$ cat src/oxa_pkg.sv
// Shared constants, types and register map of the opcode decoder
package oxa_pkg;

	// ==========================================================
	// Register map (byte addresses, one aligned word each)
	localparam logic [3:0] REG_CTRL   = 4'h0; // Enable and flush
	localparam logic [3:0] REG_STATUS = 4'h4; // Busy, unknown, count
	localparam logic [3:0] REG_RES0   = 4'h8; // Class, fields, bytes
	localparam logic [3:0] REG_RES1   = 4'hC; // Displacement, immediate

	// ==========================================================
	// Field positions and reset values
	localparam int CTRL_EN_BIT    = 0;  // Decoder accepts bytes
	localparam int CTRL_FLUSH_BIT = 1;  // Abandon partial decode
	localparam int STAT_BUSY_BIT  = 0;  // Decode in progress
	localparam int STAT_UNK_BIT   = 1;  // Sticky unknown opcode
	localparam int STAT_CNT_LSB   = 16; // Decoded count field
	localparam logic CTRL_EN_RST  = 1'b0; // Disabled after reset

	// ==========================================================
	// Opcode bytes of this group
	localparam logic [7:0] OP_SEG_LOAD  = 8'h8E;
	localparam logic [7:0] OP_SEG_STORE = 8'h8C;
	localparam logic [7:0] OP_LOAD_EA   = 8'h8D;
	localparam logic [7:0] OP_FAR_DS    = 8'hC5;
	localparam logic [7:0] OP_FAR_ES    = 8'hC4;
	localparam logic [7:0] OP_FLAGS_AH  = 8'h9F;
	localparam logic [7:0] OP_AH_FLAGS  = 8'h9E;
	localparam logic [7:0] OP_TABLE     = 8'hD7;
	localparam logic [7:0] OP_ASC_ADD   = 8'h37;
	localparam logic [7:0] OP_DEC_ADD   = 8'h27;
	localparam logic [7:0] OP_ASC_SUB   = 8'h3F;
	localparam logic [7:0] OP_DEC_SUB   = 8'h2F;
	localparam logic [7:0] OP_ASC_MUL   = 8'hD4;
	localparam logic [7:0] OP_ASC_DIV   = 8'hD5;
	localparam logic [7:0] OP_ADJ_TAIL  = 8'h0A; // Second adjust byte
	localparam logic [7:0] OP_BYTE_SX   = 8'h98;
	localparam logic [7:0] OP_WORD_SX   = 8'h99;
	localparam logic [5:0] PFX_IMM_GRP  = 6'b100000; // 100000sw
	localparam logic [5:0] PFX_ADC_RM   = 6'b000100; // 000100dw
	localparam logic [5:0] PFX_SBB_RM   = 6'b000110; // 000110dw
	localparam logic [6:0] PFX_UNARY    = 7'b1111011; // 1111011w
	localparam logic [1:0] SW_TWO_IMM   = 2'b01; // Two immediate bytes

	// ==========================================================
	// Instruction classes and operations
	typedef enum logic [4:0] {
		CL_NONE, CL_SEG_LOAD, CL_SEG_STORE, CL_LOAD_EA, CL_FAR_DS,
		CL_FAR_ES, CL_FLAGS_AH, CL_AH_FLAGS, CL_TABLE, CL_IMM_GRP,
		CL_ADC_RM, CL_SBB_RM, CL_ASC_ADD, CL_DEC_ADD, CL_ASC_SUB,
		CL_DEC_SUB, CL_ASC_MUL, CL_ASC_DIV, CL_UNARY, CL_BYTE_SX,
		CL_WORD_SX, CL_UNKNOWN
	} oxa_cls_t;

	typedef enum logic [3:0] {
		OPN_NONE, OPN_ADD, OPN_ADC, OPN_SBB, OPN_SUB, OPN_CMP,
		OPN_NEG, OPN_UMUL, OPN_SMUL, OPN_UDIV, OPN_SDIV
	} oxa_opn_t;

	// Decoded instruction, packed as the two result words
	typedef struct packed {
		logic [15:0] disp;     // Sign-extended displacement
		logic [15:0] imm;      // Immediate, extended where asked
		oxa_cls_t    cls;      // Instruction class
		oxa_opn_t    opn;      // Arithmetic operation
		logic        wide;     // Word operation
		logic        dir;      // Register field is destination
		logic        sx;       // Immediate byte sign-extended
		logic [1:0]  disp_len; // Displacement bytes
		logic [1:0]  imm_len;  // Immediate bytes
		logic [7:0]  modrm;    // Operand form byte
		logic [7:0]  opcode;   // First byte
	} oxa_res_t;

endpackage : oxa_pkg

$ cat src/oxa_modrm_len.sv
// Displacement length from the operand form byte
`timescale 1ns/1ps

module oxa_modrm_len (
	input  wire logic [7:0] modrm_i,    // Operand form byte
	output logic      [1:0] disp_len_o, // Displacement bytes
	output logic            reg_form_o  // Operand is a register
);

	// ==========================================================
	// Form decode
	// Form 00 with locator 110 is a direct 16-bit address
	always_comb begin
		disp_len_o = 2'h0;
		reg_form_o = 1'b0;
		case (modrm_i[7:6])
			2'b00: begin // No offset, except direct address
				if (modrm_i[2:0] == 3'b110) begin
					disp_len_o = 2'h2;
				end
			end
			2'b01: disp_len_o = 2'h1; // Short signed offset
			2'b10: disp_len_o = 2'h2; // Full offset
			default: reg_form_o = 1'b1; // Register operand
		endcase
	end

endmodule : oxa_modrm_len

$ cat src/oxa_decoder.sv
// Opcode decoder for transfer and arithmetic group, Avalon-MM slave
//
// Summary of operation
// - 8E loads segment register from operand
// - 8C stores segment register to operand
// - 8D puts effective address in register
// - C5 loads far pointer with data segment
// - C4 loads far pointer with extra segment
// - 9F flags to high acc, 9E back
// - D7 is table byte lookup
// - 100000sw immediate group, field selects op
// - 000100dw is add-with-carry register form
// - 000110dw is subtract-with-borrow register form
// - 37 is ascii add adjust
// - 27 is decimal add adjust
// - 3F is ascii subtract adjust
// - 2F is decimal subtract adjust
// - D4 0A is ascii multiply adjust
// - D5 0A is ascii divide adjust
// - 1111011w unary group, field selects op
// - 98 sign-extends byte into word
// - 99 sign-extends word into double word
//
// Decided for this implementation: the Avalon-MM interface to the registers and the register offsets.
`timescale 1ns/1ps

module oxa_decoder (
	input  wire logic        clk_i,             // 40 MHz clock
	input  wire logic        rst_i,             // Async reset, high
	input  wire logic [7:0]  byte_i,            // Byte from queue
	input  wire logic        byte_valid_i,      // Byte offered
	output logic             byte_ready_o,      // Byte taken if valid
	output logic             done_o,            // Result pulse
	output oxa_pkg::oxa_res_t res_o,            // Last result
	input  wire logic [3:0]  avs_address_i,     // Byte address
	input  wire logic        avs_read_i,        // Read request
	input  wire logic        avs_write_i,       // Write request
	input  wire logic [31:0] avs_writedata_i,   // Write data
	input  wire logic [3:0]  avs_byteenable_i,  // Byte lanes
	output logic [31:0]      avs_readdata_o,    // Read data
	output logic             avs_waitrequest_o  // Stall
);

	// ==========================================================
	// Helper functions
	// First-byte class lookup; groups resolved later by modrm
	function automatic oxa_pkg::oxa_cls_t cls_of(input logic [7:0] b);
		oxa_pkg::oxa_cls_t c;
		c = oxa_pkg::CL_UNKNOWN;
		case (b)
			oxa_pkg::OP_SEG_LOAD:  c = oxa_pkg::CL_SEG_LOAD;
			oxa_pkg::OP_SEG_STORE: c = oxa_pkg::CL_SEG_STORE;
			oxa_pkg::OP_LOAD_EA:   c = oxa_pkg::CL_LOAD_EA;
			oxa_pkg::OP_FAR_DS:    c = oxa_pkg::CL_FAR_DS;
			oxa_pkg::OP_FAR_ES:    c = oxa_pkg::CL_FAR_ES;
			oxa_pkg::OP_FLAGS_AH:  c = oxa_pkg::CL_FLAGS_AH;
			oxa_pkg::OP_AH_FLAGS:  c = oxa_pkg::CL_AH_FLAGS;
			oxa_pkg::OP_TABLE:     c = oxa_pkg::CL_TABLE;
			oxa_pkg::OP_ASC_ADD:   c = oxa_pkg::CL_ASC_ADD;
			oxa_pkg::OP_DEC_ADD:   c = oxa_pkg::CL_DEC_ADD;
			oxa_pkg::OP_ASC_SUB:   c = oxa_pkg::CL_ASC_SUB;
			oxa_pkg::OP_DEC_SUB:   c = oxa_pkg::CL_DEC_SUB;
			oxa_pkg::OP_ASC_MUL:   c = oxa_pkg::CL_ASC_MUL;
			oxa_pkg::OP_ASC_DIV:   c = oxa_pkg::CL_ASC_DIV;
			oxa_pkg::OP_BYTE_SX:   c = oxa_pkg::CL_BYTE_SX;
			oxa_pkg::OP_WORD_SX:   c = oxa_pkg::CL_WORD_SX;
			default: begin
				if (b[7:2] == oxa_pkg::PFX_IMM_GRP) begin
					c = oxa_pkg::CL_IMM_GRP;
				end else if (b[7:2] == oxa_pkg::PFX_ADC_RM) begin
					c = oxa_pkg::CL_ADC_RM;
				end else if (b[7:2] == oxa_pkg::PFX_SBB_RM) begin
					c = oxa_pkg::CL_SBB_RM;
				end else if (b[7:1] == oxa_pkg::PFX_UNARY) begin
					c = oxa_pkg::CL_UNARY;
				end
			end
		endcase
		return c;
	endfunction : cls_of

	// Classes whose second byte is an operand form byte
	function automatic logic has_modrm(input oxa_pkg::oxa_cls_t c);
		return (c == oxa_pkg::CL_SEG_LOAD) || (c == oxa_pkg::CL_SEG_STORE) ||
			(c == oxa_pkg::CL_LOAD_EA) || (c == oxa_pkg::CL_FAR_DS) ||
			(c == oxa_pkg::CL_FAR_ES) || (c == oxa_pkg::CL_IMM_GRP) ||
			(c == oxa_pkg::CL_ADC_RM) || (c == oxa_pkg::CL_SBB_RM) ||
			(c == oxa_pkg::CL_UNARY);
	endfunction : has_modrm

	// Signed byte widened to a word
	function automatic logic [15:0] sext8(input logic [7:0] b);
		return {{8{b[7]}}, b};
	endfunction : sext8

	// ==========================================================
	// Declarations
	typedef enum {ST_OPCODE, ST_MODRM, ST_ADJ, ST_DISP, ST_IMM} oxa_st_t;

	oxa_st_t           st_q, st_d;       // Decode state
	oxa_pkg::oxa_res_t wk_q, wk_d;       // Result under construction
	oxa_pkg::oxa_res_t res_q, res_d;     // Published result
	logic [1:0]        cnt_q, cnt_d;     // Bytes gathered in a field
	logic              done_q, done_d;   // Completion pulse
	logic              rdy_q, rdy_d;     // Ready to the queue
	logic              en_q, en_d;       // Software enable
	logic              unk_q, unk_d;     // Sticky unknown opcode
	logic [15:0]       num_q, num_d;     // Decoded instruction count
	logic              wait_q, wait_d;   // Bus stall
	logic [31:0]       rdat_q, rdat_d;   // Bus read data
	logic              take;             // Byte accepted this cycle
	logic              flush;            // Software abandons decode
	logic              wr_go;            // Write takes effect
	logic [1:0]        ml_disp;          // Offset bytes of this byte
	logic              ml_reg;           // Register form of this byte

	assign take  = byte_valid_i && rdy_q;
	assign wr_go = avs_write_i && !wait_q;
	assign flush = wr_go && (avs_address_i == oxa_pkg::REG_CTRL) &&
		avs_byteenable_i[0] && avs_writedata_i[oxa_pkg::CTRL_FLUSH_BIT];

	// Offset length of the byte on the input, used as the form byte
	oxa_modrm_len u_len (
		.modrm_i    (byte_i),
		.disp_len_o (ml_disp),
		.reg_form_o (ml_reg)
	);

	// ==========================================================
	// Decode sequencer, next values
	// Finishing updates the published result in the same step
	always_comb begin
		logic fin;
		fin    = 1'b0;
		st_d   = st_q;
		wk_d   = wk_q;
		cnt_d  = cnt_q;
		res_d  = res_q;
		if (flush) begin // Flush beats any byte in flight
			st_d  = ST_OPCODE;
			cnt_d = 2'h0;
		end else if (take) begin
			case (st_q)
				ST_OPCODE: begin
					wk_d        = '0;
					wk_d.opcode = byte_i;
					wk_d.cls    = cls_of(byte_i);
					wk_d.wide   = byte_i[0];
					if (wk_d.cls == oxa_pkg::CL_ADC_RM) begin
						wk_d.opn = oxa_pkg::OPN_ADC;
						wk_d.dir = byte_i[1];
					end
					if (wk_d.cls == oxa_pkg::CL_SBB_RM) begin
						wk_d.opn = oxa_pkg::OPN_SBB;
						wk_d.dir = byte_i[1];
					end
					if (wk_d.cls == oxa_pkg::CL_IMM_GRP) begin
						wk_d.sx = byte_i[1] && byte_i[0];
					end
					if ((wk_d.cls == oxa_pkg::CL_ASC_MUL) ||
						(wk_d.cls == oxa_pkg::CL_ASC_DIV)) begin
						st_d = ST_ADJ;
					end else if (has_modrm(wk_d.cls)) begin
						st_d = ST_MODRM;
					end else begin
						fin = 1'b1; // Single-byte forms
					end
				end
				ST_MODRM: begin
					wk_d.modrm    = byte_i;
					wk_d.disp_len = ml_disp;
					case (wk_q.cls)
						oxa_pkg::CL_IMM_GRP: begin
							wk_d.imm_len = (wk_q.opcode[1:0] ==
								oxa_pkg::SW_TWO_IMM) ? 2'h2 : 2'h1;
							case (byte_i[5:3])
								3'b000: wk_d.opn = oxa_pkg::OPN_ADD;
								3'b010: wk_d.opn = oxa_pkg::OPN_ADC;
								3'b011: wk_d.opn = oxa_pkg::OPN_SBB;
								3'b101: wk_d.opn = oxa_pkg::OPN_SUB;
								3'b111: wk_d.opn = oxa_pkg::OPN_CMP;
								default: wk_d.cls = oxa_pkg::CL_UNKNOWN;
							endcase
						end
						oxa_pkg::CL_UNARY: begin
							case (byte_i[5:3])
								3'b011: wk_d.opn = oxa_pkg::OPN_NEG;
								3'b100: wk_d.opn = oxa_pkg::OPN_UMUL;
								3'b101: wk_d.opn = oxa_pkg::OPN_SMUL;
								3'b110: wk_d.opn = oxa_pkg::OPN_UDIV;
								3'b111: wk_d.opn = oxa_pkg::OPN_SDIV;
								default: wk_d.cls = oxa_pkg::CL_UNKNOWN;
							endcase
						end
						oxa_pkg::CL_SEG_LOAD,
						oxa_pkg::CL_SEG_STORE: begin
							if (byte_i[5]) begin // Zero bit must be clear
								wk_d.cls = oxa_pkg::CL_UNKNOWN;
							end
						end
						default: ; // Form byte carries operands only
					endcase
					// Offset bytes come before immediate bytes
					if (ml_disp != 2'h0) begin
						st_d = ST_DISP;
					end else if (wk_d.imm_len != 2'h0) begin
						st_d = ST_IMM;
					end else begin
						fin = 1'b1;
					end
					cnt_d = 2'h0;
				end
				ST_ADJ: begin
					wk_d.modrm = byte_i;
					if (byte_i != oxa_pkg::OP_ADJ_TAIL) begin
						wk_d.cls = oxa_pkg::CL_UNKNOWN;
					end
					fin = 1'b1;
				end
				ST_DISP: begin
					if (cnt_q == 2'h0) begin
						wk_d.disp = sext8(byte_i); // Short offset signed
					end else begin
						wk_d.disp[15:8] = byte_i;
					end
					cnt_d = cnt_q + 2'h1;
					if (cnt_d == wk_q.disp_len) begin
						cnt_d = 2'h0;
						if (wk_q.imm_len != 2'h0) begin
							st_d = ST_IMM;
						end else begin
							fin = 1'b1;
						end
					end
				end
				ST_IMM: begin
					if (cnt_q == 2'h0) begin
						wk_d.imm = {8'h00, byte_i};
						if (wk_q.sx) begin
							wk_d.imm = sext8(byte_i);
						end
					end else begin
						wk_d.imm[15:8] = byte_i;
					end
					cnt_d = cnt_q + 2'h1;
					if (cnt_d == wk_q.imm_len) begin
						cnt_d = 2'h0;
						fin   = 1'b1;
					end
				end
				default: st_d = ST_OPCODE;
			endcase
		end
		if (fin) begin
			st_d  = ST_OPCODE;
			res_d = wk_d;
		end
		done_d = fin;
		rdy_d  = en_d; // Queue stalls while disabled
	end

	// Decode sequencer registers
	always_ff @(posedge clk_i or posedge rst_i) begin
		if (rst_i) begin
			st_q   <= ST_OPCODE;
			wk_q   <= '0;
			res_q  <= '0;
			cnt_q  <= 2'h0;
			done_q <= 1'b0;
			rdy_q  <= 1'b0;
		end else begin
			st_q   <= st_d;
			wk_q   <= wk_d;
			res_q  <= res_d;
			cnt_q  <= cnt_d;
			done_q <= done_d;
			rdy_q  <= rdy_d;
		end
	end

	// ==========================================================
	// Register slave, next values
	// One stall cycle per access; read data captured while stalled
	always_comb begin
		en_d   = en_q;
		unk_d  = unk_q;
		num_d  = num_q;
		rdat_d = rdat_q;
		wait_d = !((avs_read_i || avs_write_i) && wait_q);
		if (wr_go && (avs_address_i == oxa_pkg::REG_CTRL) &&
			avs_byteenable_i[0]) begin
			en_d = avs_writedata_i[oxa_pkg::CTRL_EN_BIT];
		end
		// Write-one clears; a new unknown opcode wins over the clear
		if (wr_go && (avs_address_i == oxa_pkg::REG_STATUS) &&
			avs_byteenable_i[0] &&
			avs_writedata_i[oxa_pkg::STAT_UNK_BIT]) begin
			unk_d = 1'b0;
		end
		if (done_d && (res_d.cls == oxa_pkg::CL_UNKNOWN)) begin
			unk_d = 1'b1;
		end
		if (done_d) begin
			num_d = num_q + 16'h0001; // Wraps silently
		end
		if (avs_read_i && wait_q) begin
			case (avs_address_i)
				oxa_pkg::REG_CTRL: begin
					rdat_d = 32'h0000_0000;
					rdat_d[oxa_pkg::CTRL_EN_BIT] = en_q;
				end
				oxa_pkg::REG_STATUS: begin
					rdat_d = 32'h0000_0000;
					rdat_d[oxa_pkg::STAT_BUSY_BIT] = (st_q != ST_OPCODE);
					rdat_d[oxa_pkg::STAT_UNK_BIT]  = unk_q;
					rdat_d[oxa_pkg::STAT_CNT_LSB +: 16] = num_q;
				end
				oxa_pkg::REG_RES0: rdat_d = res_q[31:0];
				oxa_pkg::REG_RES1: rdat_d = res_q[63:32];
				default: rdat_d = 32'h0000_0000; // Unmapped reads zero
			endcase
		end
	end

	// Register slave registers
	always_ff @(posedge clk_i or posedge rst_i) begin
		if (rst_i) begin
			en_q   <= oxa_pkg::CTRL_EN_RST;
			unk_q  <= 1'b0;
			num_q  <= 16'h0000;
			wait_q <= 1'b1;
			rdat_q <= 32'h0000_0000;
		end else begin
			en_q   <= en_d;
			unk_q  <= unk_d;
			num_q  <= num_d;
			wait_q <= wait_d;
			rdat_q <= rdat_d;
		end
	end

	assign byte_ready_o      = rdy_q;
	assign done_o            = done_q;
	assign res_o             = res_q;
	assign avs_readdata_o    = rdat_q;
	assign avs_waitrequest_o = wait_q;
endmodule : oxa_decoder

$ cat config.mk
export PLATFORM = sky130hd
export DESIGN_NAME = oxa_decoder
export DESIGN_NICKNAME = d
export VERILOG_FILES = /design/src/oxa_pkg.sv /design/src/oxa_modrm_len.sv /design/src/oxa_decoder.sv
export SDC_FILE = /design/constraint.sdc
export NUM_CORES = 1
export LEC_CHECK = 0
export BUFFER_PORTS_ARGS = -buffer_cell sky130_fd_sc_hd__clkbuf_2
export CAP_MARGIN = 15
export CORE_MARGIN = 2
export CORE_UTILIZATION = 35
export DETAILED_ROUTE_END_ITERATION = 10
export MAX_ROUTING_LAYER = met4
export PLACE_DENSITY = 0.56
export RECOVER_POWER = 50
export SLEW_MARGIN = 10
export SYNTH_ARGS = -nofsm -noshare
export SYNTH_HDL_FRONTEND = slang
export SYNTH_SLANG_ARGS = --single-unit
export TNS_END_PERCENT = 30
$ cat constraint.sdc
create_clock -name clk_i -period 6.75 [get_ports clk_i]
set_input_delay 1.35 -clock clk_i [delete_from_list [all_inputs] [get_ports clk_i]]
set_output_delay 1.35 -clock clk_i [all_outputs]
set_load 0.01 [all_outputs]
Yosys cells after proc, flatten, opt, wreduce, memory -nomap -nowiden

Index checks and enable logic that the tools add are counted.

Bits in registers: 214
Bits in latches: 0
Memory bits (writable): 0
ROM bits: 0
Bits of input ports: 53
Output and inout port bits: 99
Logic and storage cells: 209
Memories: 0

Add/sub/neg operators: 2
Multipliers: 0
Divide/modulo/power cells: 0
$lt $le $gt $ge: 0
Equal/unequal tests: 61
Shift operators: 0
Multiplexer cells: 72
Bitwise gates (word level): 0
Reductions and logical operators: 44

Operator list:

| operator                                              | count |
|---|---|
| two-way mux 32 bit                                    | 10 |
| one-hot mux 32 bit (4 select lines)                   | 2 |
| two-way mux 64 bit                                    | 2 |
| equality test 8 bit (second input constant)           | 12 |
| one-hot mux 5 bit (16 select lines)                   | 1 |
| equality test 32 x 2 -> 1 bit (second input constant) | 2 |
| one-hot mux 16 bit (2 select lines)                   | 2 |
| two-way mux 5 bit                                     | 10 |
| one-hot mux 4 bit (5 select lines)                    | 2 |
| equality test 32 x 1 -> 1 bit (second input constant) | 1 |
| equality test 32 x 3 -> 1 bit (second input constant) | 1 |
| equality test 8 x 6 -> 1 bit (second input constant)  | 4 |
| zero test 32 bit                                      | 1 |
| two-way mux 8 bit                                     | 4 |
| nonzero test 32 bit                                   | 1 |
| one-hot mux 5 bit (3 select lines)                    | 2 |
| equality test 5 bit (second input constant)           | 5 |
| one-hot mux 4 bit (2 select lines)                    | 3 |
| two-way mux 2 bit                                     | 11 |
| equality test 5 x 4 -> 1 bit (second input constant)  | 4 |
| adder 16 x 1 -> 16 bit (second input constant)        | 1 |
| two-way mux 16 bit                                    | 1 |
| one-hot mux 8 bit (2 select lines)                    | 1 |
| equality test 3 bit (second input constant)           | 5 |
| other kinds (36)                                      | 91 |

Depth between registers and ports, before layout

Gate-level depths: netlist of run 1.

Depth in word-level cells: 27
Mapped depth: 12
Depth with buffers taken out: 10

Modules after synthesis

From an unflattened synthesis of run 1, not the netlist that was laid out.

Cell total of the unflattened synthesis: 822
Area, all modules: 8759.7 µm²

Modules (own cells, without submodules):

| module        | instances | cells an instance | area each (µm²) | seq. area each (µm²) |
|---|---|---|---|---|
| oxa_decoder   | 1         | 817               | 8730.9          | 4630.7 |
| oxa_modrm_len | 1         | 5                 | 28.8            | 0.0 |

Worst setup path after synthesis of run 1

OpenSTA, ideal clock, no wires.

Path type: input to register
Start point: in byte_i[6]
End point: reg res_q (netlist bit res_o[45])
Library setup time: 0.128 ns
Data arrival time: 3.352 ns
Required time: 6.622 ns
Path slack: 3.270 ns
Stages on the path: 8
Buffers on the path: 1
Cells stage by stage: or4b_1 -> or4_4 -> o2111ai_2 -> nor2_2 -> o2111ai_4 -> a21oi_4 -> buf_2 -> mux2_1

Longest elaborated chain between the ends: 23
Elaborated cells on any way between the ends: 59
Classes of those cells: 33 x eq/ne; 15 x mux; 11 x reduce/logical

Ends and longest elaborated chain:

| what                                   | RTL line           | text |
|---|---|---|
| from (decl)                            | oxa_decoder.sv:30  | `input wire logic [7:0] byte_i,` |
| equality test 7 bit                    | oxa_decoder.sv:74  | `end else if (b[7:1] == oxa_pkg::PFX_UNARY) begin` |
| two-way mux 3 bit                      | oxa_decoder.sv:74  |  |
| two-way mux 5 bit                      | oxa_decoder.sv:72  | `end else if (b[7:2] == oxa_pkg::PFX_SBB_RM) begin` |
| two-way mux 5 bit                      | oxa_decoder.sv:70  | `end else if (b[7:2] == oxa_pkg::PFX_ADC_RM) begin` |
| two-way mux 5 bit                      | oxa_decoder.sv:68  | `if (b[7:2] == oxa_pkg::PFX_IMM_GRP) begin` |
| one-hot mux 5 bit (16 select lines)    | oxa_decoder.sv:50  | `case (b)` |
| two-way mux 5 bit                      | oxa_decoder.sv:143 | `case (st_q)` |
| two-way mux 5 bit                      | oxa_decoder.sv:142 | `end else if (take) begin` |
| (+4 left out)                          | n/a                |  |
| logical OR 1 bit (2 in a row)          | oxa_decoder.sv:85  | `(c == oxa_pkg::CL_LOAD_EA) \|\| (c == oxa_pkg::CL_FAR_DS) \|\|` |
| logical OR 1 bit (2 in a row)          | oxa_decoder.sv:86  | `(c == oxa_pkg::CL_FAR_ES) \|\| (c == oxa_pkg::CL_IMM_GRP) \|\|` |
| logical OR 1 bit (2 in a row)          | oxa_decoder.sv:87  | `(c == oxa_pkg::CL_ADC_RM) \|\| (c == oxa_pkg::CL_SBB_RM) \|\|` |
| two-way mux 1 bit                      | oxa_decoder.sv:163 | `end else if (has_modrm(wk_d.cls)) begin` |
| two-way mux 1 bit                      | oxa_decoder.sv:160 | `if ((wk_d.cls == oxa_pkg::CL_ASC_MUL) \|\|` |
| one-hot mux 1 bit (5 select lines) (*) | oxa_decoder.sv:143 |  |
| two-way mux 1 bit (*)                  | oxa_decoder.sv:142 |  |
| two-way mux 1 bit (*)                  | oxa_decoder.sv:139 | `if (flush) begin` |
| to (signal assigned)                   | oxa_decoder.sv:274 | `res_q <= res_d;` |
| to (decl)                              | oxa_decoder.sv:102 | `oxa_pkg::oxa_res_t res_q, res_d;` |

Mark *: on every way between the ends. The rest lies on a longest branch, timed or not. The select of a mux whose other input is x is not followed.
A chain may end at the register's enable or synchronous reset.

==> out/summary.txt, run 1 <==
Count of boundary I/O pins -> 152
Critical Path Slowest Stage Cell -> sky130_fd_sc_hd__buf_4
Max-capacitance violation count -> 0
Clock root buffer -> sky130_fd_sc_hd__clkbuf_16
Worst Setup Slack post-DPL -> 2.333 ns
Mapped Cells -> 800
Fin. max-slew vios -> 0
Global router's overall resource usage -> 0.2015
Critical path class -> input pin to flip-flop
Endpoint of the worst register-to-register path -> res_o[31]
DR pass1 iterations -> 8
Post-CTS setup buffer count -> 0
Worst reg-to-reg setup slack -> 3.46 ns
Clock slew at the register clock pins of the worst setup and hold paths -> 0.06 ns
Number of flops mapped to enable cells by yosys -> 0
Max rail drop VDD -> 167.2 uV
Outcome -> finished, final reports clean
Total global routing overflow -> 0
Antenna Nets Post-Route -> 0
Hold Crit Class -> flip-flop to flip-flop
Combinational family with the most area after synthesis -> compound AO/OA/AOI/OAI gates
CP delay by family, top -> buffers and inverters
Cell area after technology mapping -> 8583 um^2
Number of cells traversed by the worst hold path -> 2
Number of levels the H-tree was split into -> 4
RSZ-0062 raised after global routing -> false
Synth Warn # -> 0
Final Skew -> 0.01230 ns
TritonCTS clock tree -> built
Std cell rows -> 57
Unique cell type count in the Yosys netlist -> 76
Total number of clock tree sinks -> 185
Number of antenna violations at the first check in global routing -> 0
Standard cell core area -> 24,180 um^2
Util after Layout -> 0.4089
Total via count in the routed design -> 6,748
Capturing element type of the critical path -> flip-flop
Number of register bits inferred by synthesis -> 185
Starting utilization of the core area -> 0.3550
Number of global-route vias before repair -> 6,545
Overall die width -> 160.6 um
Post-Route Setup TNS -> 0 ns
Launch point of the worst path -> byte_i[3]
RR Startpoint -> cnt_q[0]
Number of fill cells in the layout -> 2,441
Hold Startpoint -> wk_q[47]
Commonest non-fill, non-tap cells in the layout -> sky130_fd_sc_hd__dfrtp_1, sky130_fd_sc_hd__clkbuf_1, sky130_fd_sc_hd__nand2_1
Iteration-0 DRC count of the detailed router -> 662
Slew of the pin with the lowest slew margin -> 1.080 ns
DP HPWL -> 17.15 mm
Number of hold-slack violations in the final timing report -> 0
Delay contributed by the slowest stage of the critical path -> 0.57 ns
Most common cell after layout, fill and taps aside -> sky130_fd_sc_hd__dfrtp_1
Leakage -> 4.379 nW
Sequential area share after synthesis -> 0.5395
Vias per cell -> 5.455
Final routed wire length divided by cell count -> 20.03 um
Length in cells of the worst reg-to-reg path -> 10
Post-Syn Area per Cell -> 10.73 um^2
Fraction of the mapped netlist area in compound gates -> 0.1741
Tmin final -> 4.003 ns
Max frequency -> 0.2498 GHz
Worst-Skew Late Latency -> 0.43 ns
Worst path cell trace -> clkbuf_2 -> inv_1 -> nor4_1 -> a31oi_1 -> o221ai_2 -> o2111ai_4 -> a21oi_4 -> buf_4 -> mux2_2
Post-route worst hold slack -> 0.4705 ns
Area share of and/or/nand/nor cells after synthesis -> 0.1446
Maximum buffer depth of the clock tree -> 2
Synth Flop Type -> sky130_fd_sc_hd__dfrtp_1
First-pass GRT wire length -> 39.29 mm
Max FO, Critical Path -> 57
Period utilisation layout -> 0.5930
Multiplexer area fraction after synthesis -> 0.07988
Total of buffers placed on input and output ports -> 118
Residual DRC count -> 0
Arrival @ worst endpoint -> 4.31 ns
Final wirelength -> 24.78 mm
Net total in the final layout -> 955
Quantity of hold-fixing buffers added after cts -> 0
Total nets after synthesis -> 855
Share of synthesized registers carrying an async set or reset -> 1.000
Height of the die -> 160.6 um
Area growth syn-to-layout -> 15.19%
Cells resized by post-CTS repair -> 0
Max-slew headroom -> 0.2686
Total clock buffers created by CTS -> 17
Combined buffer and inverter count along the critical path -> 3
Die area -> 25,790 um^2
Share of synthesized cell area in full adder, half adder and majority cells -> 0.004082
Placer Congestion -> 0.9496
Maximum number of pins on one net before global-route repair -> 122
Hold Crit Endpoint -> wk_q[47]
Share of the synthesized netlist area taken by xor and xnor gates -> 0.02143
Worst endpoint required time -> 7.06 ns
Final Setup Violations -> 0
Total power divided by cell area -> 275.3 nW/um^2
Number of antenna cells inserted -> 0
Layout cells sized above 1 -> 0.1303
Min setup slack post-route -> 2.747 ns
Category of the worst setup path launch point -> input pin
cell usage after synthesis (16+ instances only):
master | n | share of area
sky130_fd_sc_hd__nor3_1 | 17 | 0.0099
sky130_fd_sc_hd__xnor2_1 | 16 | 0.016
sky130_fd_sc_hd__a22o_1 | 27 | 0.028
sky130_fd_sc_hd__nand3_1 | 16 | 0.0093
sky130_fd_sc_hd__o21ai_0 | 64 | 0.037
sky130_fd_sc_hd__a22oi_1 | 17 | 0.015
sky130_fd_sc_hd__nand2_1 | 101 | 0.044
sky130_fd_sc_hd__inv_1 | 22 | 0.0096
sky130_fd_sc_hd__mux2_2 | 52 | 0.068
sky130_fd_sc_hd__a222oi_1 | 17 | 0.020
sky130_fd_sc_hd__clkbuf_1 | 30 | 0.013
sky130_fd_sc_hd__nor2_1 | 53 | 0.023
sky130_fd_sc_hd__dfrtp_1 | 184 | 0.54
cell type report:
class / instances / area (um^2) / area share
sequential: 185 / 4631 / 0.4684
inverter: 22 / 90.09 / 0.009112
timing repair buffer: 126 / 520.5 / 0.05264
clock inverter: 11 / 147.6 / 0.01493
clock buffer: 21 / 450.4 / 0.04556
tap: 324 / 405.4 / 0.04100
multi-input combinational: 548 / 3642 / 0.3684
state kept, by name, indices dropped and copies added, names as in the netlist, 2 cells and up:
signal	flops
st_q	3
wk_q	64
num_q	16
res_o	64
cnt_q	2
avs_readdata_o	32
power by group:
group | internal, mW | switching, mW | leakage [nW]
Combinational | 0.135 | 0.243 | 1.56
Clock | 0.595 | 0.429 | 0.292
Sequential | 1.21 | 0.107 | 2.53
through the flow:
stage / area [um^2] / power [mW] / std cells
global route: 9887 / 2.851 / 1237
floorplan: 8583 / 1.563 / 800
CTS: 10020 / 2.762 / 1237
finish: 9887 / 2.722 / 1237
detailed placement: 9419 / 1.734 / 1205
global placement: 9419 / 1.727 / 1205
metal layers:
layer / GRT usage / vias to the layer above / share of wire
li1: - / 3146 / -
met1: 0.2792 / 3368 / 0.46
met2: 0.3062 / 208 / 0.47
met3: 0.03693 / 26 / 0.051
met4: 0.05283 / 0 / 0.019
met5: - / - / 0
worst min-delay path, delay by kind of cell (launching register included):
family | cells | cell delay, ns
DFF | 1 | 0.32
and+or+nand+nor | 2 | 0.12
worst max path at each step:
stage                     depth (start not counted)                end
after CTS                                         9          res_o[31]
after floorplan                                   1  avs_readdata_o[0]
after detailed placement                          9          res_o[31]
after global placement                            9          res_o[17]
after global routing                             10              unk_q
final                                             9          res_o[31]
logic make-up after synthesis:
logic type,Yosys count
and+or+nand+nor,259
AOI/OAI and AO/OA,204
DFF,185
buffers and inverters,67
muxes,61
xor gates and xnor gates,21
adders and majority gates,3
Note: power is estimated with default switching activity, not from simulation.
==> run 2, diff against run 1 <==
clock period = 3.5 ns   (was 6.75 ns; I/O delays follow)
==> run 2 against run 1 <==
  * The flow now finishes with violations (max-capacitance violations, max-slew violations)
  * Clock power grew 110%
  * Critical path type is now flip-flop to flip-flop
  * First-iteration DRC count is 7.6% lower
  * Largest cell class unchanged
  * Flip-flop and latch count unchanged
==> out/summary.txt, run 2 (synthesis results as in run 1) <==
Number of antenna violations at the first check in global routing -> 0
Quantity of hold-fixing buffers added after cts -> 0
Number of global-route vias before repair -> 6,640
TritonCTS clock tree -> built
Total number of clock tree sinks -> 185
Maximum buffer depth of the clock tree -> 2
First-pass GRT wire length -> 40.12 mm
Util after Layout -> 0.4243
Period utilisation layout -> 0.8693
Total global routing overflow -> 0
Std cell rows -> 57
Capturing element type of the critical path -> flip-flop
Vias per cell -> 5.424
Leakage -> 4.770 nW
Final wirelength -> 25.41 mm
Worst endpoint required time -> 3.80 ns
Final Skew -> 0.01003 ns
Post-Route Setup TNS -> 0 ns
Tmin final -> 3.043 ns
Residual DRC count -> 0
Worst-Skew Late Latency -> 0.43 ns
Slew of the pin with the lowest slew margin -> 1.711 ns
Worst path cell trace -> inv_1 -> ha_1 -> xor2_1 -> o41ai_1 -> nand3_1 -> a31oi_1 -> o21ai_0 -> a21oi_4 -> buf_12 -> mux2_2
Endpoint of the worst register-to-register path -> res_o[55]
Category of the worst setup path launch point -> flip-flop
Post-CTS setup buffer count -> 0
Worst setup path endpoint -> res_o[55]
Max rail drop VDD -> 311.8 uV
Fin. max-slew vios -> 187
Launch point of the worst path -> cnt_q[0]
Maximum number of pins on one net before global-route repair -> 118
RR Startpoint -> cnt_q[0]
Worst reg-to-reg setup slack -> 0.46 ns
Number of hold-slack violations in the final timing report -> 0
Global router's overall resource usage -> 0.2066
Max-slew headroom -> -0.1407
Final Setup Violations -> 0
Layout cells sized above 1 -> 0.2314
Clock slew at the register clock pins of the worst setup and hold paths -> 0.07 ns
Placer Congestion -> 0.9492
Outcome -> complete, but fails checks
Max frequency -> 0.3287 GHz
Number of antenna cells inserted -> 0
Antenna Nets Post-Route -> 0
Max-capacitance violation count -> 2
Most common cell after layout, fill and taps aside -> sky130_fd_sc_hd__dfrtp_1
Standard cell core area -> 24,180 um^2
Critical Path Slowest Stage Cell -> sky130_fd_sc_hd__dfrtp_1
Max FO, Critical Path -> 56
Total power divided by cell area -> 529.8 nW/um^2
Starting utilization of the core area -> 0.3550
DP HPWL -> 17.94 mm
Violations in the final reports -> max-capacitance violations, max-slew violations
Height of the die -> 160.6 um
Cells resized by post-CTS repair -> 0
Arrival @ worst endpoint -> 3.35 ns
Count of boundary I/O pins -> 152
Total clock buffers created by CTS -> 17
Final routed wire length divided by cell count -> 20.07 um
RSZ-0062 raised after global routing -> false
Length in cells of the worst reg-to-reg path -> 10
Iteration-0 DRC count of the detailed router -> 612
Area growth syn-to-layout -> 19.52%
DR pass1 iterations -> 6
Die area -> 25,790 um^2
Total via count in the routed design -> 6,867
Overall die width -> 160.6 um
Commonest non-fill, non-tap cells in the layout -> sky130_fd_sc_hd__dfrtp_1, sky130_fd_sc_hd__nand2_1, sky130_fd_sc_hd__clkbuf_2
Number of levels the H-tree was split into -> 4
Delay contributed by the slowest stage of the critical path -> 0.42 ns
Hold Crit Class -> input pin to flip-flop
Net total in the final layout -> 985
Critical path class -> flip-flop to flip-flop
Clock root buffer -> sky130_fd_sc_hd__clkbuf_16
Total of buffers placed on input and output ports -> 118
Post-route worst hold slack -> 0.4612 ns
-- run 2: worst max-delay path, delay by kind of cell (launching register included) --
family | cells | cell delay, ns
AOI/OAI and AO/OA | 4 | 1.00
DFF | 1 | 0.42
muxes | 1 | 0.38
buffers and inverters | 2 | 0.37
adders and majority gates | 1 | 0.36
xor gates and xnor gates | 1 | 0.19
and+or+nand+nor | 1 | 0.15
-- run 2: worst min path at each step --
stage / slack, ns / endpoint / start / cells after the start
3_5_place_dp: 0.45 / wk_q[3] / wk_q[3] / 2
3_3_place_gp: 0.45 / wk_q[47] / wk_q[47] / 2
6_report: 0.46 / avs_waitrequest_o / avs_read_i / 2
4_1_cts: 0.40 / avs_readdata_o[10] / rst_i / 3
5_1_grt: 0.47 / avs_waitrequest_o / avs_read_i / 2
2_1_floorplan: 0.43 / wk_q[21] / wk_q[21] / 2
-- run 2: routing by layer --
layer | track usage | up-vias | wire length, um
met2 | 0.3260 | 196 | 12180
met5 | - | - | 0
li1 | - | 3212 | -
met4 | 0.04054 | 0 | 260
met1 | 0.2844 | 3439 | 11940
met3 | 0.03357 | 20 | 1033
-- run 2: final cells by class --
type / instances / area (um^2)
fillers: 2361 / 13920
flip-flops and latches: 185 / 4631
multi-input cells: 548 / 3642
repair buffers: 156 / 854.6
clock buffers: 17 / 425.4
well taps: 324 / 405.4
clock inverters: 14 / 216.5
inverters: 22 / 83.83
-- run 2: report_power, final --
group / internal [mW] / leakage, nW / switching [mW] / total (mW)
Sequential: 2.34 / 2.53 / 0.199 / 2.54
Clock: 1.27 / 0.314 / 0.836 / 2.11
Combinational: 0.312 / 1.93 / 0.479 / 0.790
Total: 3.92 / 4.77 / 1.51 / 5.44
-- run 2: stage by stage --
stage / cell area (um^2) / worst slack [ns] / cells / total power [mW]
2_1_floorplan: 8587 / 0.4223 / 800 / 3.015
3_3_place_gp: 9691 / 0.1785 / 1235 / 3.367
4_1_cts: 10330 / 0.4829 / 1266 / 5.501
6_report: 10260 / 0.4574 / 1266 / 5.435
5_1_grt: 10260 / 0.2765 / 1266 / 5.681
3_5_place_dp: 9691 / 0.2324 / 1235 / 3.375
==> run 3, diff against run 2 <==
--- a/config.mk
+++ b/config.mk
@@ -8,9 +8,11 @@
 export BUFFER_PORTS_ARGS = -buffer_cell sky130_fd_sc_hd__clkbuf_2
 export CAP_MARGIN = 15
+export CELL_PAD_IN_SITES_DETAIL_PLACEMENT = 0
+export CELL_PAD_IN_SITES_GLOBAL_PLACEMENT = 1
 export CORE_MARGIN = 2
 export CORE_UTILIZATION = 35
 export DETAILED_ROUTE_END_ITERATION = 10
 export MAX_ROUTING_LAYER = met4
-export PLACE_DENSITY = 0.56
+export PLACE_DENSITY = 0.66
 export RECOVER_POWER = 50
 export SLEW_MARGIN = 10
==> constraint.sdc (replaced) <==
create_clock -name clk_i -period 3.6 [get_ports clk_i]
set_input_delay 0.36 -clock clk_i [delete_from_list [all_inputs] [get_ports clk_i]]
set_output_delay 0.36 -clock clk_i [all_outputs]
set_load 0.01 [all_outputs]
==> run 3 against run 2 <==
  * The run still ends with max-capacitance violations, max-slew violations left
  * Clock skew is 0.0033 ns higher
  * Routed wire length is 1.3% lower
  * Combinational power is 5.7% lower
  * Die area stayed put
  * Critical path depth is 2 lower
  * Hold slack worse by 0.35 ns
  * Clock power is 15% lower
  * Flip-flop and latch count stayed put
  * Via count is 0.41% lower
  * Design area is 2.3% lower
  * First-iteration DRC count is 8.5% higher
  * Critical path type unchanged
  * Critical endpoint is now unk_q
==> out/summary.txt, run 3 (synthesis results as in run 1) <==
Clock slew at the register clock pins of the worst setup and hold paths -> 0.07 ns
Fraction of power consumed by combinational cells -> 0.149
Switch share -> 0.3083
Slew of the pin with the lowest slew margin -> 1.653 ns
DP HPWL -> 18.00 mm
Arrival @ worst endpoint -> 3.31 ns
Proportion of power drawn by the clock network -> 0.357
Cells resized by post-CTS repair -> 0
Post-Route Setup TNS -> 0 ns
Critical path class -> flip-flop to flip-flop
Total power divided by cell area -> 500.3 nW/um^2
Height of the die -> 160.6 um
Maximum number of pins on one net before global-route repair -> 69
Category of the worst setup path launch point -> flip-flop
Endpoint of the worst register-to-register path -> unk_q
Max-slew headroom -> -0.1020
DR pass1 iterations -> 5
Final Setup Violations -> 0
Layout cells sized above 1 -> 0.1783
Commonest non-fill, non-tap cells in the layout -> sky130_fd_sc_hd__dfrtp_1, sky130_fd_sc_hd__nand2_1, sky130_fd_sc_hd__clkbuf_1
Die area -> 25,790 um^2
Max rail drop VDD -> 280.3 uV
Area growth syn-to-layout -> 16.73%
Starting utilization of the core area -> 0.3550
Cell area after layout -> 10,020 um^2
Length in cells of the worst reg-to-reg path -> 8
Hold Crit Class -> input pin to flip-flop
Tmin final -> 2.974 ns
Total via count in the routed design -> 6,839
Switching power summed over all nets -> 1.546 mW
Iteration-0 DRC count of the detailed router -> 664
Violations in the final reports -> max-capacitance violations, max-slew violations
Leakage -> 4.526 nW
Final routed wire length divided by cell count -> 19.98 um
Net total in the final layout -> 973
Number of fill cells in the layout -> 2,470
Placer Congestion -> 0.9106
Clock root buffer -> sky130_fd_sc_hd__clkbuf_16
Total of buffers placed on input and output ports -> 118
Outcome -> complete, but fails checks
Capturing element type of the critical path -> flip-flop
Number of levels the H-tree was split into -> 4
Count of boundary I/O pins -> 152
Design internal power -> 3.467 mW
Global router's overall resource usage -> 0.2049
Final wirelength -> 25.07 mm
Fin. max-slew vios -> 99
RSZ-0062 raised after global routing -> false
Max FO, Critical Path -> 10
Number of cells traversed by the worst hold path -> 2
Antenna Nets Post-Route -> 0
Util after Layout -> 0.4144
Total clock buffers created by CTS -> 17
Hold Crit Endpoint -> avs_waitrequest_o
Worst-Skew Late Latency -> 0.44 ns
Overall die width -> 160.6 um
Residual DRC count -> 0
Number of antenna cells inserted -> 0
Relative contribution of sequential cells to total power -> 0.494
Max-capacitance violation count -> 2
Total number of clock tree sinks -> 185
Total global routing overflow -> 0
Worst endpoint required time -> 3.93 ns
Max frequency -> 0.3362 GHz
First-pass GRT wire length -> 39.61 mm
Number of global-route vias before repair -> 6,596
Maximum buffer depth of the clock tree -> 2
RR Startpoint -> avs_waitrequest_o
Std cell rows -> 57
Hold Startpoint -> avs_write_i
TritonCTS clock tree -> built
Standard cell core area -> 24,180 um^2
Most common cell after layout, fill and taps aside -> sky130_fd_sc_hd__dfrtp_1
Placed standard-cell area -> 9580 um^2
Number of hold-slack violations in the final timing report -> 0
Number of antenna violations at the first check in global routing -> 0
Worst reg-to-reg setup slack -> 0.63 ns
Final Skew -> 0.01330 ns
Vias per cell -> 5.449
Period utilisation layout -> 0.8262
[run 3: power groups by stage]
stage / Sequential, mW / Combinational [mW] / Clock, mW
detailed placement: 2.51 / 0.766 / 0
CTS: 2.47 / 0.770 / 1.85
global placement: 2.51 / 0.757 / 0
finish: 2.48 / 0.745 / 1.79
global route: 2.50 / 0.838 / 1.93
floorplan: 2.48 / 0.453 / 0
[run 3: through the flow]
| stage | cells | power, mW | hold slack (ns) | worst slack (ns) |
|---|---|---|---|---|
| 2_1_floorplan | 800 | 2.931 | 0.4230 | 0.8623 |
| 3_3_place_gp | 1222 | 3.272 | 0.4046 | 0.4864 |
| 3_5_place_dp | 1222 | 3.280 | 0.4018 | 0.5200 |
| 4_1_cts | 1255 | 5.090 | 0.08738 | 0.6324 |
| 5_1_grt | 1255 | 5.270 | 0.1224 | 0.3708 |
| 6_report | 1255 | 5.013 | 0.1150 | 0.6257 |
[run 3: how the worst max path moves through the flow]
stage                             end              start  slack (ns)  cells past startpoint
finish                          unk_q  avs_waitrequest_o        0.63                      8
global route                    unk_q           cnt_q[0]        0.37                     11
CTS                             unk_q  avs_waitrequest_o        0.63                      8
detailed placement              unk_q          byte_i[4]        0.52                     10
global placement                unk_q          byte_i[4]        0.49                     10
floorplan           avs_readdata_o[0]              rst_i        0.86                      1
[run 3: routing by layer]
layer,wire [um],track usage
met1,12310,0.2942
met2,11310,0.3007
met3,1016,0.03254
met4,434,0.05897
met5,0,-
[run 3: cell type report]
cell class	instances	area, um^2	share of cell area
Sequential cell	185	4631	0.4622
Multi-Input combinational cell	548	3642	0.3635
Timing Repair Buffer	144	696.9	0.06956
Clock buffer	17	425.4	0.04246
Tap cell	324	405.4	0.04046
Clock inverter	15	135.1	0.01349
Inverter	22	83.83	0.008367
[run 3: critical path, stage by stage (launching register included)]
cell	delay (ns)
sky130_fd_sc_hd__dfstp_1	0.60
sky130_fd_sc_hd__nand4b_1	0.25
sky130_fd_sc_hd__o21bai_1	0.19
sky130_fd_sc_hd__buf_4	0.19
sky130_fd_sc_hd__nor2_1	0.22
sky130_fd_sc_hd__nand2_1	0.34
sky130_fd_sc_hd__a221oi_1	0.66
sky130_fd_sc_hd__nand4_1	0.15
sky130_fd_sc_hd__o31ai_1	0.27
[run 3: what timing repair did]
| item | 4_1_cts | 5_1_grt |
|---|---|---|
| hold buffers | 1 | 0 |
| endpoints found under the hold margin | 14 | 0 |
| setup buffers | 0 | 0 |
